$ cat src/core/phy_test_regs.vh
// Register map, field positions and timing constants of the PHY test and self-test control
`ifndef PHY_TEST_REGS_VH
`define PHY_TEST_REGS_VH
`define REG_BASIC_MODE_CONTROL     5'h00
`define REG_GIGABIT_CONTROL        5'h09
`define REG_AUXILIARY_CONTROL      5'h12
`define REG_EVENT_FLAGS            5'h14
`define REG_EVENT_ENABLES          5'h15
`define REG_EVENT_ACKNOWLEDGE      5'h17
`define REG_SELFTEST_COUNTER_VIEW  5'h18
`define REG_SELFTEST_CONFIG_PRI    5'h19
`define REG_SELFTEST_CONFIG_SEC    5'h1A
`define BMC_LOOPBACK               14
`define BMC_POWER_DOWN             11
`define BMC_ISOLATE                10
`define GIG_TEST_HI                15
`define GIG_TEST_LO                13
`define AUX_TEST_CLK_EN            6
`define AUX_SCOPE_EN               7
`define PRI_CNT_TYPE               15
`define PRI_CNT_CLEAR              14
`define PRI_LONG_PKT               13
`define PRI_LONG_GAP               12
`define PRI_TX_ENABLE              11
`define PRI_RANDOM                 10
`define SEC_CNT_ENABLE             15
`define SEC_CNT_UPPER              14
`define SEC_PKT_HI                 13
`define SEC_PKT_LO                 11
`define REG_RESET_VALUE            16'h0000
`define LONG_PKT_BYTES             16'h05EA
`define SHORT_PKT_BYTES            16'h003C
`define LONG_GAP_NS                9600
`define SHORT_GAP_NS               96
`define CLOCK_NS                   40
`define PRBS_SEED                  9'h1FF
`define MDIO_OP_WRITE              2'h1
`define MDIO_OP_READ               2'h2
`endif

$ cat src/core/phy_test_control.v
// PHY isolation, loopback, test modes, event output, power down and self-test logic
`timescale 1ns/1ns
`include "phy_test_regs.vh"

// Summary of operation
// Basic mode control bit 10 isolates the MAC interface.
// At 10/100 isolation ignores transmit inputs and floats all MII outputs.
// At gigabit isolation floats outputs, halts medium, and powers down.
// Basic mode control bit 14 loops MAC transmit onto receive, line silent.
// Looped data passes the coding and attachment path before turning back; here it turns back inside this block.
// Gigabit control bits 15:13 select test modes 1 to 4 or normal.
// Test modes drive pattern, test clock, start trigger and sync clock.
// Host enables test clock and scope outputs through auxiliary bits 6, 7.
// Reset leaves interrupt disabled and all event registers cleared.
// Interrupt is active low and holds until the status bit clears.
// Interrupt floats when nothing is enabled or nothing has occurred.
// Interrupt asserts when any flag and its matching enable are both one.
// Writing one to acknowledge clears a flag; acknowledge bit self-clears.
// Basic mode control bit 11 powers down all but management.
// Counter view shows upper or lower half of 32-bit counter by bit 14.
// Primary bit 15 selects error counter when one, packet counter when zero.
// Writing one to primary bit 14 clears the active receive counter.
// Receive counter counts only with secondary bit 15; traffic unaffected.
// Generator: bit 10 random/user, bit 13 1514/60 bytes, bit 12 long gap.
// User content sends primary bits 7:0 as every byte.
// Primary bit 11 starts the counted burst, cleared after last packet.
// Generating ignores MAC transmit; with loopback, packets go to receive.
// Count code 000 continuous, 001 one, each code ten times up to 110, 111 ten million.
// Gigabit self-test needs an active gigabit transmit clock from the MAC.
module phy_test_control #(
	parameter LONG_GAP_CYCLES = (`LONG_GAP_NS + `CLOCK_NS - 1) / `CLOCK_NS,
	parameter SHORT_GAP_CYCLES = (`SHORT_GAP_NS + `CLOCK_NS - 1) / `CLOCK_NS
) (
	// Clock and reset
	input  wire        mclk,
	input  wire        reset_n,
	// Management port
	input  wire        mgmt_req,
	input  wire [1:0]  mgmt_op,
	input  wire [4:0]  mgmt_addr,
	input  wire [15:0] mgmt_wdata,
	output reg  [15:0] mgmt_rdata,
	output reg         mgmt_ack,
	// Link state and events
	input  wire        speed_gig,
	input  wire [15:0] event_sources,
	input  wire        gtx_clk,
	// MAC transmit side
	input  wire [7:0]  mac_txd,
	input  wire        mac_tx_en,
	input  wire        mac_tx_er,
	// MAC receive side, from the line
	input  wire [7:0]  line_rxd,
	input  wire        line_rx_dv,
	input  wire        line_rx_er,
	// MAC outputs toward the MAC
	output reg  [7:0]  mac_rxd,
	output reg         mac_rx_dv,
	output reg         mac_rx_er,
	output reg         mac_outputs_oe,
	// Toward the coding path and line
	output reg  [7:0]  line_txd,
	output reg         line_tx_en,
	output reg         line_tx_er,
	output reg         medium_enable,
	output reg         power_down,
	output reg  [2:0]  test_mode,
	// Scope helper outputs
	output reg         pattern_test_clock,
	output reg         test_trigger,
	output reg         test_sync_clock,
	// Event output, open drain
	output reg         event_n_out,
	output reg         event_n_oe
);

////////////////////////////////////////////////////////////////////////////////
// Width of the gap counter; the long gap in core clocks must fit
localparam GAP_W = 16;

reg [15:0] bmc_q, gig_q, aux_q, flags_q, enables_q, pri_q, sec_q;
reg [31:0] rx_cnt_q;
reg [31:0] rx_err_q;
reg [2:0]  gtx_sync_q;
reg [23:0] pkt_left_q;
reg [15:0] byte_cnt_q;
reg [GAP_W-1:0] gap_cnt_q;
reg        gen_busy_q, in_gap_q;
reg [8:0]  prbs_q;
reg [3:0]  pat_div_q;
reg        rx_dv_q;

wire wr = mgmt_req & (mgmt_op == `MDIO_OP_WRITE);
wire isolate = bmc_q[`BMC_ISOLATE];
// Gigabit isolation doubles as power down
wire pdown = bmc_q[`BMC_POWER_DOWN] | (isolate & speed_gig);
wire loopback = bmc_q[`BMC_LOOPBACK];
wire tx_on = pri_q[`PRI_TX_ENABLE];
wire gtx_rise = gtx_sync_q[1] & ~gtx_sync_q[2];
// At gigabit the generator steps once per synchronised transmit clock rising edge
wire gen_step = tx_on & ~pdown & (~speed_gig | gtx_rise);
wire [15:0] pkt_len = pri_q[`PRI_LONG_PKT] ? `LONG_PKT_BYTES : `SHORT_PKT_BYTES;
wire [GAP_W-1:0] gap_len = pri_q[`PRI_LONG_GAP] ? LONG_GAP_CYCLES[GAP_W-1:0] :
	SHORT_GAP_CYCLES[GAP_W-1:0];
wire [7:0] gen_byte = pri_q[`PRI_RANDOM] ? prbs_q[7:0] : pri_q[7:0];
wire gen_active = gen_busy_q & ~in_gap_q;
wire last_byte = gen_active & (byte_cnt_q == pkt_len - 16'h0001);
wire [2:0] pkt_code = sec_q[`SEC_PKT_HI:`SEC_PKT_LO];
// Active receive counter, of which the counter view shows one half
wire [31:0] rx_view = pri_q[`PRI_CNT_TYPE] ? rx_err_q : rx_cnt_q;
wire continuous = (pkt_code == 3'h0);
// Set wins over acknowledge: an event in the clearing cycle is kept
wire [15:0] flags_d = (flags_q & ~(wr && mgmt_addr == `REG_EVENT_ACKNOWLEDGE ?
	mgmt_wdata : 16'h0000)) | event_sources;

// Packet count code to packet total
function [23:0] code_to_count;
	input [2:0] code;
	begin
		case (code)
			3'h1: code_to_count = 24'h000001;
			3'h2: code_to_count = 24'h00000A;
			3'h3: code_to_count = 24'h000064;
			3'h4: code_to_count = 24'h0003E8;
			3'h5: code_to_count = 24'h002710;
			3'h6: code_to_count = 24'h0186A0;
			3'h7: code_to_count = 24'h989680;
			default: code_to_count = 24'h000000;
		endcase
	end
endfunction

////////////////////////////////////////////////////////////////////////////////
// Management registers
always @(posedge mclk) begin
	if (!reset_n) begin
		bmc_q     <= `REG_RESET_VALUE;
		gig_q     <= `REG_RESET_VALUE;
		aux_q     <= `REG_RESET_VALUE;
		flags_q   <= `REG_RESET_VALUE;
		enables_q <= `REG_RESET_VALUE;
		pri_q     <= `REG_RESET_VALUE;
		sec_q     <= `REG_RESET_VALUE;
	end else begin
		flags_q <= flags_d;
		// Counter clear is a one-cycle strobe
		pri_q[`PRI_CNT_CLEAR] <= 1'b0;
		// Event flags and counter view are read-only; writes there are ignored
		if (wr) begin
			if (mgmt_addr == `REG_BASIC_MODE_CONTROL) begin
				bmc_q <= mgmt_wdata;
			end else if (mgmt_addr == `REG_GIGABIT_CONTROL) begin
				gig_q <= mgmt_wdata;
			end else if (mgmt_addr == `REG_AUXILIARY_CONTROL) begin
				aux_q <= mgmt_wdata;
			end else if (mgmt_addr == `REG_EVENT_ENABLES) begin
				enables_q <= mgmt_wdata;
			end else if (mgmt_addr == `REG_SELFTEST_CONFIG_PRI) begin
				pri_q <= mgmt_wdata;
			end else if (mgmt_addr == `REG_SELFTEST_CONFIG_SEC) begin
				sec_q <= mgmt_wdata;
			end
		end
		// A host write in the same cycle takes precedence over the self-clear
		if (gen_step && last_byte && !continuous && pkt_left_q == 24'h000001 &&
			!(wr && mgmt_addr == `REG_SELFTEST_CONFIG_PRI))
			pri_q[`PRI_TX_ENABLE] <= 1'b0;
	end
end

// Read data and acknowledge
always @(posedge mclk) begin
	if (!reset_n) begin
		mgmt_rdata <= 16'h0000;
		mgmt_ack   <= 1'b0;
	end else begin
		// Acknowledge follows every request by one cycle, read or write
		mgmt_ack <= mgmt_req;
		if (mgmt_req && mgmt_op == `MDIO_OP_READ) begin
			if (mgmt_addr == `REG_BASIC_MODE_CONTROL)
				mgmt_rdata <= bmc_q;
			else if (mgmt_addr == `REG_GIGABIT_CONTROL)
				mgmt_rdata <= gig_q;
			else if (mgmt_addr == `REG_AUXILIARY_CONTROL)
				mgmt_rdata <= aux_q;
			else if (mgmt_addr == `REG_EVENT_FLAGS)
				mgmt_rdata <= flags_q;
			else if (mgmt_addr == `REG_EVENT_ENABLES)
				mgmt_rdata <= enables_q;
			else if (mgmt_addr == `REG_SELFTEST_COUNTER_VIEW)
				// Half chosen at read time; the other half is not latched
				mgmt_rdata <= sec_q[`SEC_CNT_UPPER] ? rx_view[31:16] : rx_view[15:0];
			else if (mgmt_addr == `REG_SELFTEST_CONFIG_PRI)
				mgmt_rdata <= pri_q;
			else if (mgmt_addr == `REG_SELFTEST_CONFIG_SEC)
				mgmt_rdata <= sec_q;
			else
				mgmt_rdata <= 16'h0000;
		end
	end
end

////////////////////////////////////////////////////////////////////////////////
// Receive self-test counters, observe only; only the active one counts
always @(posedge mclk) begin
	if (!reset_n) begin
		rx_cnt_q <= 32'h00000000;
		rx_err_q <= 32'h00000000;
		rx_dv_q  <= 1'b0;
	end else begin
		rx_dv_q <= line_rx_dv;
		// Packet counter: one count per rising edge of receive valid
		if (pri_q[`PRI_CNT_CLEAR] && !pri_q[`PRI_CNT_TYPE])
			rx_cnt_q <= 32'h00000000;
		else if (sec_q[`SEC_CNT_ENABLE] && !pri_q[`PRI_CNT_TYPE] &&
			line_rx_dv && !rx_dv_q)
			rx_cnt_q <= rx_cnt_q + 32'h00000001;
		// Error counter: one count per cycle with receive valid and error
		if (pri_q[`PRI_CNT_CLEAR] && pri_q[`PRI_CNT_TYPE])
			rx_err_q <= 32'h00000000;
		else if (sec_q[`SEC_CNT_ENABLE] && pri_q[`PRI_CNT_TYPE] &&
			line_rx_dv && line_rx_er)
			rx_err_q <= rx_err_q + 32'h00000001;
	end
end

////////////////////////////////////////////////////////////////////////////////
// Transmit packet generator
always @(posedge mclk) begin
	if (!reset_n) begin
		gtx_sync_q <= 3'h0;
		gen_busy_q <= 1'b0;
		in_gap_q   <= 1'b0;
		byte_cnt_q <= 16'h0000;
		gap_cnt_q  <= {GAP_W{1'b0}};
		pkt_left_q <= 24'h000000;
		prbs_q     <= `PRBS_SEED;
	end else begin
		// Two synchroniser stages, then one history stage for the edge
		gtx_sync_q <= {gtx_sync_q[1:0], gtx_clk};
		// Clearing the enable abandons the packet at once, continuous mode too
		if (!tx_on) begin
			gen_busy_q <= 1'b0;
			in_gap_q   <= 1'b0;
			byte_cnt_q <= 16'h0000;
		end else if (!gen_busy_q) begin
			// New burst: reload the packet total, restart the pseudo-random sequence
			gen_busy_q <= 1'b1;
			pkt_left_q <= code_to_count(pkt_code);
			prbs_q     <= `PRBS_SEED;
		end else if (in_gap_q) begin
			// Gap is counted in core clocks at every speed
			if (gap_cnt_q <= {{(GAP_W-1){1'b0}}, 1'b1})
				in_gap_q <= 1'b0;
			else
				gap_cnt_q <= gap_cnt_q - {{(GAP_W-1){1'b0}}, 1'b1};
		end else if (gen_step) begin
			prbs_q <= {prbs_q[7:0], prbs_q[8] ^ prbs_q[4]};
			if (last_byte) begin
				byte_cnt_q <= 16'h0000;
				in_gap_q   <= 1'b1;
				gap_cnt_q  <= gap_len;
				if (!continuous)
					pkt_left_q <= pkt_left_q - 24'h000001;
			end else
				byte_cnt_q <= byte_cnt_q + 16'h0001;
		end
	end
end

////////////////////////////////////////////////////////////////////////////////
// Data path steering
always @(posedge mclk) begin
	if (!reset_n) begin
		mac_rxd <= 8'h00;
		mac_rx_dv <= 1'b0;
		mac_rx_er <= 1'b0;
		mac_outputs_oe <= 1'b0;
		line_txd <= 8'h00;
		line_tx_en <= 1'b0;
		line_tx_er <= 1'b0;
		medium_enable <= 1'b0;
		power_down <= 1'b0;
	end else begin
		power_down <= pdown;
		medium_enable <= ~isolate & ~pdown;
		mac_outputs_oe <= ~isolate & ~pdown;
		// Generator owns the line path while enabled; MAC transmit is ignored
		if (tx_on) begin
			line_txd   <= gen_byte;
			line_tx_en <= gen_active;
			line_tx_er <= 1'b0;
		end else if (isolate) begin
			// Isolated: transmit inputs dropped, line held idle
			line_txd   <= 8'h00;
			line_tx_en <= 1'b0;
			line_tx_er <= 1'b0;
		end else begin
			line_txd   <= mac_txd;
			line_tx_en <= mac_tx_en;
			line_tx_er <= mac_tx_er;
		end
		if (loopback) begin
			// Looped data turns back inside this block without crossing the coding path; line only is muted
			line_tx_en <= 1'b0;
			mac_rxd    <= tx_on ? gen_byte : mac_txd;
			mac_rx_dv  <= tx_on ? gen_active : mac_tx_en;
			mac_rx_er  <= tx_on ? 1'b0 : mac_tx_er;
		end else begin
			mac_rxd   <= line_rxd;
			mac_rx_dv <= line_rx_dv;
			mac_rx_er <= line_rx_er;
		end
	end
end

////////////////////////////////////////////////////////////////////////////////
// Test mode pattern clocks and event output
// Scope helpers come from a core clock divider and stay low in power down
// Event pin is open drain: data held low, the enable carries the assertion
always @(posedge mclk) begin
	if (!reset_n) begin
		test_mode <= 3'h0;
		pat_div_q <= 4'h0;
		pattern_test_clock <= 1'b0;
		test_trigger <= 1'b0;
		test_sync_clock <= 1'b0;
		event_n_out <= 1'b1;
		event_n_oe <= 1'b0;
	end else begin
		test_mode <= pdown ? 3'h0 : gig_q[`GIG_TEST_HI:`GIG_TEST_LO];
		pat_div_q <= (test_mode == 3'h0) ? 4'h0 : pat_div_q + 4'h1;
		pattern_test_clock <= (test_mode != 3'h0) & aux_q[`AUX_TEST_CLK_EN] &
			pat_div_q[0];
		test_trigger <= (test_mode != 3'h0) & aux_q[`AUX_SCOPE_EN] &
			(pat_div_q == 4'h0);
		test_sync_clock <= (test_mode != 3'h0) & aux_q[`AUX_SCOPE_EN] &
			pat_div_q[3];
		event_n_out <= 1'b0;
		event_n_oe  <= |(flags_d & enables_q);
	end
end

endmodule // phy_test_control

$ cat config.mk
export PLATFORM = sky130hd
export DESIGN_NAME = phy_test_control
export DESIGN_NICKNAME = d
export VERILOG_FILES = /design/src/core/phy_test_control.v
export VERILOG_INCLUDE_DIRS = /design/src /design/src/core
export SDC_FILE = /design/constraint.sdc
export NUM_CORES = 1
export LEC_CHECK = 0
export ABC_AREA = 0
export BUFFER_PORTS_ARGS = -buffer_cell sky130_fd_sc_hd__buf_2
export CORE_AREA = 3 3 186 188
export DETAILED_ROUTE_END_ITERATION = 10
export DIE_AREA = 0 0 189 191
export PLACE_DENSITY_LB_ADDON = 0.3
export SYNTH_ARGS = -nofsm -noshare
export SYNTH_HDL_FRONTEND = slang
export SYNTH_SLANG_ARGS = --single-unit
$ cat constraint.sdc
create_clock -name mclk -period 2.9 [get_ports mclk]
set_input_delay 0.29 -clock mclk [delete_from_list [all_inputs] [get_ports mclk]]
set_output_delay 0.29 -clock mclk [all_outputs]
set_load 0.01 [all_outputs]
Word level (Yosys, flattened, before mapping)

Cells that the tools add are included.
W data, S select, Z words.

Output and inout port bits: 48
Memories kept: 0
Latch bits: 0
Register bits: 298
Input bits: 64
Bits in read-only memories: 0
Logic and storage cells: 190
RAM bits: 0

Muxes and demuxes: 44
Shift operators: 0
Order comparisons: 1
Reductions and logical operators: 46
Divide/modulo/power cells: 0
$add $sub $neg: 7
Bitwise operators: 32
$mul: 0
Eq/ne operators: 24

Operator list:

| operator                | number |
|---|---|
| $mux W16                | 15 |
| $pmux W24 S7            | 1 |
| $mux W24                | 5 |
| $add A32 B1 Y32 const B | 2 |
| $mux W8                 | 6 |
| $eq A5 B5 Y1 const B    | 7 |
| $and A16 B16 Y16        | 2 |
| $mux W32                | 1 |
| $mux W9                 | 3 |
| $eq A24 B1 Y1 const B   | 1 |
| $sub A24 B1 Y24 const B | 1 |
| $add A16 B1 Y16 const B | 1 |
| $eq A16 B16 Y1          | 1 |
| $le A16 B1 Y1 const B   | 1 |
| $not A16 Y16            | 1 |
| $or A16 B16 Y16         | 1 |
| $reduce_or A16 Y1       | 1 |
| $sub A16 B1 Y16 const B | 1 |
| $logic_and A1 B1 Y1     | 15 |
| $reduce_and A5 Y1       | 3 |
| $and A1 B1 Y1           | 13 |
| $eq A3 B3 Y1 const B    | 4 |
| $mux W1                 | 12 |
| $not A1 Y1              | 12 |
| other kinds (26)        | 44 |

Depth between registers and ports, before layout

Depth in word-level cells: 10
Gate-level depth with buffers: 9
Depth with buffers taken out: 6

Least setup slack after synthesis

OpenSTA, ideal clock, no wires.

Path type: register to register
From: register byte_cnt_q[12]
To: register gap_cnt_q[14]
Required time: 2828 ps
Library setup time: 72 ps
Cell stages (with the launch flop): 6
Arrival time: 2228 ps
Clock period less this slack: 2299 ps
Buffers on the path: 0
Setup slack: 601 ps
Path through: dfxtp_1 -> or4_4 -> nor4_4 -> o2111ai_4 -> a2111oi_2 -> mux2i_1

Longest elaborated chain between the ends: 4

Ends and longest elaborated chain:

| element                      | line                   | RTL |
|---|---|---|
| start, declared              | phy_test_control.v:86  | `reg [15:0] byte_cnt_q;` |
| start signal, assigned       | phy_test_control.v:266 | `byte_cnt_q <= byte_cnt_q + 16'h0001;` |
| $eq A16 B16 Y1               | phy_test_control.v:107 | `wire last_byte = gen_active & (byte_cnt_q == pkt_len - 16'h0001);` |
| $and A1 B1 Y1                | phy_test_control.v:107 |  |
| $reduce_bool A2 Y1 (no line) | --                     |  |
| $reduce_and A5 Y1 (no line)  | --                     |  |
| end signal, assigned         | phy_test_control.v:235 | `gap_cnt_q <= {GAP_W{1'b0}};` |
| end signal, assigned         | phy_test_control.v:256 | `gap_cnt_q <= gap_cnt_q - {{(GAP_W-1){1'b0}}, 1'b1};` |
| end signal, assigned         | phy_test_control.v:262 | `gap_cnt_q <= gap_len;` |
| end, declared                | phy_test_control.v:87  | `reg [GAP_W-1:0] gap_cnt_q;` |

Every way passes these cells.
A chain may end at the register's enable or synchronous reset.

Worst setup path after layout

From: register bmc_q[10]
To: register pkt_left_q[21]

Longest elaborated chain between the ends: 7

Ends and longest elaborated chain:

| element                     | line                   | RTL |
|---|---|---|
| start, declared             | phy_test_control.v:81  | `reg [15:0] bmc_q, gig_q, aux_q, flags_q, enables_q, pri_q, sec_q;` |
| start signal, assigned      | phy_test_control.v:137 | `` bmc_q <= `REG_RESET_VALUE; `` |
| start signal, assigned      | phy_test_control.v:151 | `bmc_q <= mgmt_wdata;` |
| $and A1 B1 Y1               | phy_test_control.v:96  | `` wire pdown = bmc_q[`BMC_POWER_DOWN] \| (isolate & speed_gig); `` |
| $or A1 B1 Y1                | phy_test_control.v:96  |  |
| $not A1 Y1                  | phy_test_control.v:101 | `wire gen_step = tx_on & ~pdown & (~speed_gig \| gtx_rise);` |
| $and A1 B1 Y1 (2 in a row)  | phy_test_control.v:101 |  |
| $ne A2 B1 Y1 (no line)      | --                     |  |
| $reduce_and A5 Y1 (no line) | --                     |  |
| end signal, assigned        | phy_test_control.v:249 | `pkt_left_q <= code_to_count(pkt_code);` |
| end signal, assigned        | phy_test_control.v:264 | `pkt_left_q <= pkt_left_q - 24'h000001;` |
| end, declared               | phy_test_control.v:85  | `reg [23:0] pkt_left_q;` |

Every way passes these cells.

==> qor.txt <==
status: completed
fmax: 0.381 GHz
Yosys reg bits: 298
Num CTS Buffers: 35
CP endpoint: pkt_left_q[21]
Placement Setup Slack: 0.293 ns
PwrDens: 516 nW/um^2
Die X: 189 um
WP depth: 5
Top Registers: rx_cnt_q (32), rx_err_q (32), pkt_left_q (24)
antenna violations before repair: 1
gpl congestion: 0.902
CP cell instances: or3b_1, a2111oi_2, o211ai_4, a2111oi_2, mux2i_1
drt wl/cell: 18.7 um
Yosys warnings: 0
vias in the first global route: 12800
CP Capture Type: register
clk buf depth: 3
final setup skew: 0.0275 ns
Starting Density: 44.5%
core area: 33300 sq um
fin worst setup slack: 0.274 ns
htree depth: 2
crit path kind: register to register
reg2reg end: pkt_left_q[21]
crit path from: bmc_q[10]
Register-to-Register Path Depth: 5
vias per cell: 5.84
final slew viol count: 0
Syn Area/Cell: 8.26 sq um
HP Class: input pin to register
CP Max Fanout: 25
number of remaining DRC errors: 0
Pre-antenna DRT Iters: 6
Buffers on Ports: 111
Routed WL: 43.7 mm
Peak supply drop: 0.365 mV
GR Util All Layers: 23.5%
Final setup violation count: 0
hpwl dp: 30.8 mm
Top Ports: 112
fin crit share: 90.6%
Remaining Overflow, GRT: 0
Clock Latency Late Sink: 0.52 ns
dpl cells: 2266
Nets: 1935
min cycle time layout: 2.63 ns
FP Rows: 67
cells after synthesis: 1791
first-pass GRT wire length: 69.2 mm
final hold viol count: 0
area grow syn2layout: 14.6%
TNS Setup: 0 ns
crit start category: register
DRT iter0 DRCs: 1182
Resized cells post-CTS: 0
Top cell by count, worst path: a2111oi_2
Post-Syn Nets: 1864
Post-synth EDFFs: 0
largest net degree at the start of global routing: 85
sequential element share of the synthesized area: 40.3%
post-route ant nets: 0
max incr delay on CP: 0.58 ns
r2r startpoint: bmc_q[10]
TritonCTS clock tree: done
CP bufs+invs: 0
Die Area: 36100 sq um
routed via count: 13600
fill count: 3197
Worst EP arrival: 3.06 ns
setup bufs post-CTS: 0
Netlist cell types: 92
Die Y: 191 um
Sink Count: 298
layout cell share with drive strength beyond 1: 15.6%
Slew @ Worst Pin: 0.884 ns
Worst-path clk slew: 0.06 ns
cell family with most CP delay: compound AO/OA/AOI/OAI gates
clk root buf: clkbuf_16
Leak: 6.37 nW
Most used DFF post-synth: dfxtp_1
Layout Cells excl Fill: 2337
ys async rst share: 0%
Worst EP required: 3.33 ns
mapped cell area: 14800 sq um
worst reg2reg setup slack: 0.27 ns
unrepaired setup endpoints after global routing: no
Max Cap Viol: 0
Critical Path Slowest Stage Cell: a2111oi_2
normalized max-slew margin: 40.9%
## how the worst min path moves through the flow
stage,depth (start not counted),from,to
6_report,3,event_sources[8],flags_q[8]
5_1_grt,3,event_sources[9],flags_q[9]
4_1_cts,3,event_sources[9],flags_q[9]
3_5_place_dp,1,gtx_sync_q[0],gtx_sync_q[1]
3_3_place_gp,1,gtx_sync_q[0],gtx_sync_q[1]
2_1_floorplan,2,event_sources[0],flags_q[0]
## through the flow
stage	hold WS (ns)	power, mW	utilization, %	instance area [sq um]
detailed placement	0.427	4.68	47.5	15800
finish	0.0151	8.76	51.0	17000
global route	0.0137	9.06	51.0	17000
floorplan	0.407	4.49	-	14800
global placement	0.414	4.67	47.5	15800
CTS	0.000197	8.84	51.0	17000
## what timing repair did
item                                    CTS  global route
endpoints found under the hold margin     7             0
endpoints found under the setup margin    0             0
hold buffers                              7             0
## report_power, final
| part | leakage [nW] | internal [mW] | switching [mW] | total, mW |
|---|---|---|---|---|
| logic | 3.42 | 0.138 | 0.287 | 0.426 |
| clock network | 0.542 | 2.39 | 1.76 | 4.16 |
| registers | 2.41 | 4.14 | 0.0309 | 4.17 |
| total | 6.37 | 6.68 | 2.08 | 8.76 |
## placed cells by master, fill, tap and decap left out, types with 19 or more instances in the layout
cell / synthesis / layout
nor2_1: 153 / 153
buf_4: 2 / 51
nand4_1: 25 / 25
mux2i_1: 66 / 66
o21ai_0: 86 / 86
a31oi_1: 38 / 38
clkbuf_16: 0 / 36
xnor2_1: 19 / 19
nor3_1: 26 / 23
nand3_1: 90 / 90
a22oi_1: 36 / 36
inv_1: 43 / 43
xor2_1: 34 / 34
a21oi_1: 160 / 160
and2_1: 29 / 29
or3_1: 25 / 25
nand2_1: 239 / 239
buf_2: 7 / 111
and3_1: 27 / 27
dfxtp_1: 298 / 298
## cell type report
class	instances	area, sq um	area share (%)
Antenna cell	1	2.50	0.0148
Multi-Input combinational cell	1311	8130	47.9
Inverter	45	171	1.01
Sequential cell	298	5970	35.2
Clock buffer	46	978	5.77
Clock inverter	17	109	0.642
Tap cell	448	561	3.30
Timing Repair Buffer	171	1050	6.18
## routing by layer
layer  global-route usage, %  part of all wire [%]
met2                    37.8                    46
met4                    8.19                   3.2
met1                    32.4                    45
met3                    3.39                   6.4
met5                       0                     0
## cells in the mapped netlist, types with 26 or more instances
master	instances	area share (%)
inv_1	43	1.1
xor2_1	34	2.0
and3_1	27	1.1
clkbuf_1	113	2.9
o21ai_0	86	2.9
mux2i_1	66	4.5
a21oi_1	160	5.4
nor2_1	153	3.9
dfxtp_1	298	40
nand3_1	90	3.0
nand2_1	239	6.1
a22oi_1	36	1.8
a31oi_1	38	1.6
nor3_1	26	0.88
and2_1	29	1.2
## cells by family (layout without fill, tap and decap cells)
family,Yosys count,after routing,synth area share [%]
adder cells (fa/ha/maj),9,9,0.761
XOR/XNOR,53,53,3.14
multiplexers,90,90,7.51
other,0,1,0
buffers and inverters,182,279,4.98
flip-flops,298,298,40.3
AND/OR/NAND/NOR,714,714,23.6
AO/OA/AOI/OAI,445,445,19.7
## worst register-to-register path: stages, from the launching register on
cell       delay, ns
dfxtp_1         0.36
or3b_1          0.51
a2111oi_2       0.58
o211ai_4        0.38
a2111oi_2       0.50
mux2i_1         0.23
(Power assumes the default switching activity.)
